$ cat config.mk
export PLATFORM = sky130hd
export DESIGN_NAME = lsc_config
export DESIGN_NICKNAME = d
export VERILOG_FILES = /design/src/logic/lsc_pkg.sv /design/src/logic/lsc_config.sv
export SDC_FILE = /design/constraint.sdc
export NUM_CORES = 1
export LEC_CHECK = 0
export BUFFER_PORTS_ARGS = -buffer_cell sky130_fd_sc_hd__buf_2
export CAP_MARGIN = 5
export CORE_MARGIN = 2
export CORE_UTILIZATION = 45
export DETAILED_ROUTE_END_ITERATION = 8
export PLACE_DENSITY = 0.75
export SLEW_MARGIN = 20
export SYNTH_ARGS = -nofsm -noshare
export SYNTH_HDL_FRONTEND = slang
export SYNTH_SLANG_ARGS = --single-unit
$ cat constraint.sdc
create_clock -name clock_i -period 1.6 [get_ports clock_i]
set_clock_uncertainty 0.1 [all_clocks]
set_input_delay 0.32 -clock clock_i [delete_from_list [all_inputs] [get_ports clock_i]]
set_output_delay 0.32 -clock clock_i [all_outputs]
set_load 0.005 [all_outputs]
$ cat src/logic/lsc_pkg.sv
// constants and types for the led sink configuration register bank
// How it works
// - reg3 bit7 enables display string faults
// - bits 6:4 pick full scale current
// - grouping 000: four strings, 90 degrees
// - grouping 001: three strings, 120 degrees
// - grouping 010: two strings, 180 degrees
// - grouping 011: channel one sole display
// - grouping 100: two tied pairs, 180 degrees
// - grouping 101: all four tied, same phase
// - grouping 110: pair one-two, rest cluster
// - grouping 111: every channel is cluster
// - reg3 bit0 selects hybrid dimming
// - reg4 bit7 enables cluster faults
// - bits 6:5 set comparator gap
// - bits 4:3 set short threshold
// - bits 2:0 set headroom above saturation
package lsc_pkg;
  localparam logic [3:0] LSC_ADDR_GROUPING = 4'h0;
  localparam logic [3:0] LSC_ADDR_FAULT = 4'h1;
  localparam logic [3:0] LSC_ADDR_STATUS = 4'h2;
  localparam logic [7:0] LSC_GROUPING_RESET = 8'h00;
  localparam logic [7:0] LSC_FAULT_RESET = 8'h00;
  localparam int LSC_DISP_FAULT_BIT = 7;
  localparam int LSC_SCALE_LSB = 4;
  localparam int LSC_GROUP_LSB = 1;
  localparam int LSC_HYBRID_BIT = 0;
  localparam int LSC_CL_FAULT_BIT = 7;
  localparam int LSC_GAP_LSB = 5;
  localparam int LSC_THR_LSB = 3;
  localparam int LSC_HEAD_LSB = 0;
  typedef enum logic [2:0] {
    LSC_GRP_FOUR = 3'h0,
    LSC_GRP_THREE = 3'h1,
    LSC_GRP_TWO = 3'h2,
    LSC_GRP_ONE = 3'h3,
    LSC_GRP_PAIRS = 3'h4,
    LSC_GRP_ALL = 3'h5,
    LSC_GRP_ONE_TWO = 3'h6,
    LSC_GRP_CLUSTER = 3'h7
  } lsc_group_t;
endpackage

$ cat src/logic/lsc_config.sv
// configuration register bank of a four channel led sink driver
`timescale 1ns/100ps
module lsc_config
  import lsc_pkg::*;
(
  input wire logic clock_i,
  input wire logic reset_i,
  input wire logic [3:0] addr_i,
  input wire logic [7:0] wdata_i,
  input wire logic write_i,
  input wire logic read_i,
  input wire logic [3:0] open_fault_i,
  input wire logic [3:0] short_fault_i,
  output logic [7:0] rdata_o,
  output logic [3:0] display_channel_o,
  output logic [3:0] cluster_channel_o,
  output logic [7:0] phase_step_o,
  output logic [3:0] fault_allow_o,
  output logic [3:0] fault_flag_o,
  output logic hybrid_dimming_o,
  output logic [7:0] full_scale_ma_o,
  output logic [9:0] comparator_gap_mv_o,
  output logic [6:0] short_threshold_dv_o,
  output logic [9:0] sink_headroom_mv_o
);
  logic [7:0] grouping_q;
  logic [7:0] fault_q;
  wire wr_group = write_i && (addr_i == LSC_ADDR_GROUPING);
  wire wr_fault = write_i && (addr_i == LSC_ADDR_FAULT);
  wire display_string_fault_enable = grouping_q[LSC_DISP_FAULT_BIT];
  wire [2:0] full_scale_current_select = grouping_q[LSC_SCALE_LSB +: 3];
  wire [2:0] string_grouping_select = grouping_q[LSC_GROUP_LSB +: 3];
  wire cluster_fault_enable = fault_q[LSC_CL_FAULT_BIT];
  wire [1:0] comparator_gap_select = fault_q[LSC_GAP_LSB +: 2];
  wire [1:0] short_threshold_select = fault_q[LSC_THR_LSB +: 2];
  wire [2:0] sink_headroom_select = fault_q[LSC_HEAD_LSB +: 3];
  logic [3:0] disp_d;
  logic [7:0] phase_d;
  logic [7:0] scale_d;
  logic [9:0] gap_d;
  logic [6:0] thr_d;
  logic [9:0] head_d;
  wire [3:0] allow_d = (disp_d & {4{display_string_fault_enable}})
    | (~disp_d & {4{cluster_fault_enable}});
  wire [3:0] flag_d = (fault_flag_o & ~({4{wr_fault}} & wdata_i[3:0]))
    | ((open_fault_i | short_fault_i) & allow_d);
  wire [7:0] rd_d = (addr_i == LSC_ADDR_GROUPING) ? grouping_q :
    (addr_i == LSC_ADDR_FAULT) ? fault_q :
    (addr_i == LSC_ADDR_STATUS) ? {4'h0, fault_flag_o} : 8'h00;

  always_comb begin
    case (lsc_group_t'(string_grouping_select))
      LSC_GRP_FOUR: begin disp_d = 4'hF; phase_d = 8'd90; end
      LSC_GRP_THREE: begin disp_d = 4'h7; phase_d = 8'd120; end
      LSC_GRP_TWO: begin disp_d = 4'h3; phase_d = 8'd180; end
      LSC_GRP_ONE: begin disp_d = 4'h1; phase_d = 8'd0; end
      LSC_GRP_PAIRS: begin disp_d = 4'hF; phase_d = 8'd180; end
      LSC_GRP_ALL: begin disp_d = 4'hF; phase_d = 8'd0; end
      LSC_GRP_ONE_TWO: begin disp_d = 4'h3; phase_d = 8'd0; end
      default: begin disp_d = 4'h0; phase_d = 8'd0; end
    endcase
  end

  always_comb begin
    case (full_scale_current_select)
      3'h0: scale_d = 8'd25;
      3'h1: scale_d = 8'd30;
      3'h2: scale_d = 8'd50;
      3'h3: scale_d = 8'd60;
      3'h4: scale_d = 8'd80;
      3'h5: scale_d = 8'd100;
      3'h6: scale_d = 8'd120;
      default: scale_d = 8'd150;
    endcase
    case (comparator_gap_select)
      2'h0: gap_d = 10'd1000;
      2'h1: gap_d = 10'd750;
      2'h2: gap_d = 10'd500;
      default: gap_d = 10'd250;
    endcase
    case (short_threshold_select)
      2'h2: thr_d = 7'd69;
      2'h3: thr_d = 7'd106;
      default: thr_d = 7'd36;
    endcase
    // printed table repeats code 011; 450 mV taken for it, 770 dropped
    case (sink_headroom_select)
      3'h7: head_d = 10'd50;
      3'h6: head_d = 10'd175;
      3'h5: head_d = 10'd300;
      3'h4: head_d = 10'd350;
      3'h3: head_d = 10'd450;
      3'h2: head_d = 10'd700;
      3'h1: head_d = 10'd875;
      default: head_d = 10'd1000;
    endcase
  end

  always_ff @(posedge clock_i) begin
    if (reset_i) begin
      grouping_q <= LSC_GROUPING_RESET;
      fault_q <= LSC_FAULT_RESET;
      rdata_o <= 8'h00;
      display_channel_o <= 4'h0;
      cluster_channel_o <= 4'h0;
      phase_step_o <= 8'h00;
      fault_allow_o <= 4'h0;
      fault_flag_o <= 4'h0;
      hybrid_dimming_o <= 1'b0;
      full_scale_ma_o <= 8'h00;
      comparator_gap_mv_o <= 10'h000;
      short_threshold_dv_o <= 7'h00;
      sink_headroom_mv_o <= 10'h000;
    end else begin
      if (wr_group) grouping_q <= wdata_i;
      if (wr_fault) fault_q <= wdata_i;
      rdata_o <= read_i ? rd_d : 8'h00;
      display_channel_o <= disp_d;
      cluster_channel_o <= ~disp_d;
      phase_step_o <= phase_d;
      fault_allow_o <= allow_d;
      // set wins over a clear in the same cycle
      fault_flag_o <= flag_d;
      hybrid_dimming_o <= grouping_q[LSC_HYBRID_BIT];
      full_scale_ma_o <= scale_d;
      comparator_gap_mv_o <= gap_d;
      short_threshold_dv_o <= thr_d;
      sink_headroom_mv_o <= head_d;
    end
  end
endmodule // lsc_config

==> run metrics, run 1 <==
antenna viol nets, final=0; # IOs=92; synth unique cells=44; DRT met1 WL=2650 um; Max Slew Vio Count=0; CP startpoint kind=flip-flop; Tmin final=approximately 1.4 ns; Residual DRC=0; Setup violations, final=0; crit path max fanout=14; Port-buffer cells=88; routed wire length=between 6000 and 7000 um; initial antenna violation count=0; Synth Flop Type=dfxtp_1; post-synthesis sequential area ratio=0.544; worst slew margin relative to its limit=0.666; FF+latch count, synth=76; H-tree depth=3; WP data required=1.73 ns; CTS sink cnt=76; initial core utilization=0.470; CTS tree=yes; Total Nets Final=409; Fin. Hold Viols=0; Setup Crit Path Kind=reg -> reg; Leak=roughly 1.7 nW; die area=between 6000 and 7000 um^2; Layout area overhead=25.3%; Die Span Y=82.9 um; syn avg cell area=a little under 10 um^2; status=complete, no violations; Placer Congestion=just under 0.9; drt initial violations=128; Hold WC Path Type=in -> reg; Post-CTS Setup Bufs=0; hold-fix buffer count after cts=0; first-pass GRT wire length=~10,000 um; CTS clock-pin slew for the worst setup and hold paths=0.07 ns; WP data arrival=between 1.5 and 2 ns; TritonRoute pass-1 iters=5; synthesized area=2800 um^2; clock tree buffer depth=2; met2 routed WL=3090 um; Pwr Density=roughly 1000 nW/um^2; top layer in use=met4; setup total negative slack=0 ns; placed wire-length estimate=4580 um; RSZ-0062 raised after global routing=false; FMAX=0.696 GHz; DR WL met3=about 390 um; nature of the critical path endpoint=flip-flop; fin crit share=0.899; number of CTS-inserted buffers=9; Clk Tree Root Cell=clkbuf_8; asr flop ratio synth=0; Slew @ Worst Pin=0.500 ns; max_cap viols=0; Post-synth EDFFs=0; post-CTS resize count=0; Antenna diodes=0; wire length per cell=13.7 um; # fillers=540; Core Rows=28; Total GRT Usage=0.188; layout cell share with drive strength beyond 1=0.337; clock latency on the worst-skew pair=0.34 ns; peak supply drop=0.435 mV; Via Count=2,274; largest net degree at the start of global routing=26; Synth Instances=289; Core Region=5960 um^2; vias in the first global route=around 2,100; die width=82.9 um; gr ovfl total=0; Synth Warn #=0; Design Power=~3.5 mW; Via-to-Cell Ratio=4.97
-- cell type report --
class                   count  area [um^2]  share of cell area
repair buffers            107          583               0.166
clock inverters             2         10.0             0.00285
well taps                  75         93.8              0.0267
clock buffers              12          165              0.0471
multi-input cells         177         1100               0.314
flip-flops and latches     76         1520               0.434
inverters                   9         33.8             0.00963
-- worst max-delay path, cell delays in order, from the launching register on --
cell	delay, ns
dfxtp_1	0.64
xor2_1	0.14
nor3b_1	0.17
or2_2	0.27
-- kinds of logic after synthesis --
logic type / count (synthesis) / synth area share
simple gates: 105 / 0.197
flops: 76 / 0.544
xor+xnor: 4 / 0.0125
fa+ha+maj: 5 / 0.0224
buf+inv: 38 / 0.0657
mux: 16 / 0.0608
other cells: 1 / 0.00134
compound gates: 44 / 0.0970
-- report_power, final --
part | leakage [nW] | switching, mW | internal (mW) | total, mW
clock | 0.0941 | 0.627 | 0.668 | 1.29
sequential | 0.621 | 0.0185 | 1.94 | 1.96
combinational | 0.945 | 0.129 | 0.114 | 0.243
-- flip-flops by register name, indices dropped and copies added (netlist names), 4 cells and up --
signal and cells:
sink_headroom_mv_o 10, fault_q 8, full_scale_ma_o 8, grouping_q 8, rdata_o 8, comparator_gap_mv_o 7, phase_step_o 5, short_threshold_dv_o 5
cluster_channel_o 4, display_channel_o 4, fault_allow_o 4, fault_flag_o 4
-- metrics by stage --
stage               worst slack [ns]  hold slack, ns  cell area [um^2]  utilization  instances
finish                         0.162           0.143              3510        0.589        458
global route                  0.0482           0.138              3510        0.589        458
CTS                            0.175           0.130              3510        0.589        458
detailed placement           -0.0647           0.353              3330        0.560        444
global placement             -0.0524           0.357              3330        0.560        444
floorplan                    -0.0700           0.303              2820            -        291
-- cell usage in the layout (no fill, tap or decap), types with 2 or more instances in the layout --
master      n
mux2i_1    14
a2bb2oi_1   5
nor2b_1    14
clkbuf_8   12
xnor2_1     2
nor3_1     11
clkinv_2    2
ha_1        5
nor4_1      2
xor2_1      2
dfxtp_1    76
buf_4      19
a21oi_1    18
buf_2      88
nand3_1     8
nand2b_1    5
o21ai_0    11
o31ai_1     2
nor2_1     33
inv_1       8
nand2_1    18
and3_1      3
or2_2       2
conb_1      3
mux2_4      2
-- path summary, 6_finish.rpt --
check,start,end,slack (ns),cells after the start
worst max-delay path,grouping_q[2],phase_step_o[4],0.16,3
worst min-delay path,wdata_i[3],grouping_q[3],0.14,3
worst max register to register,grouping_q[2],phase_step_o[4],0.16,3
worst min register to register,fault_q[3],short_threshold_dv_o[0],0.38,1
-- layer usage --
metal / track usage / up-vias
met4: 0.0999 / 0
met3: 0.0477 / 12
li1: - / 1139
met1: 0.222 / 1045
met5: 0 / -
met2: 0.312 / 78
-- cells in the mapped netlist (3+ instances only) --
library cell,number,area [um^2]
a2bb2oi_1,5,43.8
mux2i_1,14,140
dfxtp_1,76,1520
nand3_1,8,40.0
o21ai_0,11,55.1
ha_1,5,62.6
a21oi_1,18,90.1
inv_1,8,30.0
nor3_1,11,55.1
nand2_1,18,67.6
nor2_1,33,124
buf_4,8,60.1
nand2b_1,5,31.3
buf_2,3,15.0
clkbuf_1,15,56.3
and3_1,3,18.8
nor2b_1,14,87.6
(Power assumes the default switching activity.)
==> run 2: changes to the inputs <==
SETUP_SLACK_MARGIN = 0.4   (was not set)
==> run 2 against run 1 <==
  * Sequential power about the same
  * Final area increased by 10%
  * Utilization increased by 6.1 points
  * Non-clock buffer count increased by 11
  * Maximum frequency increased by 10%
  * Largest cell class unchanged
  * Register-to-register slack improved by 0.18 ns
  * Critical endpoint is now grouping_q[0]
  * Clock power increased by 9%
==> run metrics, run 2 (synthesized netlist as in run 1, its figures left out) <==
wire length per cell=14.1 um (+3.0%); fin worst setup slack=0.296 ns (+0.134 ns); Layout area overhead=38.4%; drt initial violations=95 (-26%); M1 GR Usage=0.249 (+0.0265); CTS sink cnt=76 (unchanged); CP startpoint kind=input port; routed wire length=6660 um (+6.0%); final instance area=3870 um^2 (+10%); CTS clock-pin slew for the worst setup and hold paths=0.07 ns (about the same); crit path max fanout=3 (-11); # placed instances=440 (-0.90%); Via-to-Cell Ratio=4.93 (-0.71%); Hold WC Path Type=in -> reg; most common cell after layout, fill and taps aside=buf_2; status=complete, no violations; peak supply drop=0.592 mV (+36%); WP data arrival=1.44 ns (-0.12 ns); Antenna diodes=0 (unchanged); Post-DP Area=3330 um^2 (-0.15%); initial antenna violation count=0 (unchanged); Leak=1.77 nW (+6.9%); Residual DRC=0 (unchanged); H-tree depth=3 (unchanged); gr ovfl total=0 (unchanged); Die Span Y=82.9 um (unchanged); vias in the first global route=2,120 (-1.3%); clock latency on the worst-skew pair=0.34 ns (about the same); Port-buffer cells=88 (unchanged); fin crit share=0.815 (-0.0835); Via Count=2,322 (+2.1%); Total Nets Final=420 (+2.7%); Core Rows=28 (unchanged); max_cap viols=0 (unchanged); first-pass GRT wire length=10,400 um (+0.27%); Pwr Density=942 nW/um^2 (-5.3%); FMAX=0.767 GHz (+10%); grt met3 use=0.0557 (+0.00795); TritonRoute pass-1 iters=4 (-1); antenna viol nets, final=0 (unchanged); RSZ-0062 raised after global routing=true; nature of the critical path endpoint=flip-flop; Clk Tree Root Cell=clkbuf_8; Total GRT Usage=0.190 (+0.00272); most frequent cells in the layout=buf_2, dfxtp_1, nor2_1; die area=6870 um^2 (unchanged); clock tree buffer depth=2 (unchanged); placed wire-length estimate=4600 um (+0.63%); largest net degree at the start of global routing=28 (+7.7%); max reg flops=10 (unchanged); # IOs=92 (unchanged); die width=82.9 um (unchanged); Design Power=3.65 mW (+4.5%); layout cell share with drive strength beyond 1=0.472 (+0.135); most used routing layer=met2; Setup violations, final=0 (unchanged); WP data required=1.74 ns (about the same); number of CTS-inserted buffers=9 (unchanged); Setup Crit Path Kind=in -> reg; Max Slew Vio Count=0 (unchanged); Post-Place Setup Slack=-0.109 ns (-0.0444 ns); initial core utilization=0.470 (unchanged); CTS tree=yes; Largest Register=sink_headroom_mv_o; Fin. Hold Viols=0 (unchanged); grt met2 use=0.296 (-0.0154); Core Region=5960 um^2 (unchanged); post-route insts no fill=471 (+2.8%); Placer Congestion=0.847 (-3.5%); Tmin final=1.30 ns (-0.134 ns); final core occ=0.650 (+0.0611)
## run 2: layer usage
layer	routed length, um	share of wire	vias to the layer above
li1	-	-	1158
met1	2870	0.43	1072
met2	3300	0.50	86
met3	434	0.065	6
met4	61	0.0092	0
met5	0	0	-
## run 2: power breakdown
part | internal [mW] | switching [mW] | leakage (nW)
clock | 0.737 | 0.675 | 0.0989
sequential | 1.94 | 0.0209 | 0.631
combinational | 0.140 | 0.141 | 1.05
total | 2.81 | 0.837 | 1.77
## run 2: stage by stage
stage / TNS, ns / hold WS [ns]
final: 0 / 0.145
after global routing: 0 / 0.130
after CTS: 0 / 0.127
after detailed placement: -1.12 / 0.376
after global placement: -0.688 / 0.355
after floorplan: -0.140 / 0.303
## run 2: area by class of cell
type | instances | area [um^2]
Multi-Input combinational cell | 177 | 1210
Clock inverter | 2 | 16.3
Sequential cell | 76 | 1560
Inverter | 9 | 33.8
Fill cell | 492 | 2080
Timing Repair Buffer | 118 | 772
Clock buffer | 14 | 183
Tap cell | 75 | 93.8
## run 2: final timing paths
check             cells after the start                 endpoint           from  slack, ns
setup / recovery                      4            grouping_q[0]      addr_i[0]       0.30
hold / removal                        3            grouping_q[6]     wdata_i[6]       0.14
setup reg to reg                      4          fault_flag_o[1]  grouping_q[2]       0.34
hold reg to reg                       1  short_threshold_dv_o[0]     fault_q[3]       0.37
## run 2: what timing repair did
item / 4_1_cts / 5_1_grt
buffers inserted: 9 / 6
hold buffers: 0 / 0
pin swaps: 3 / 10
endpoints found under the setup margin: 64 / 91
resized for setup: 26 / 44
## run 2: critical path, cell delays in order
cell    delay [ns]
buf_6         0.09
or4_4         0.58
nor2_8        0.14
mux2_4        0.31
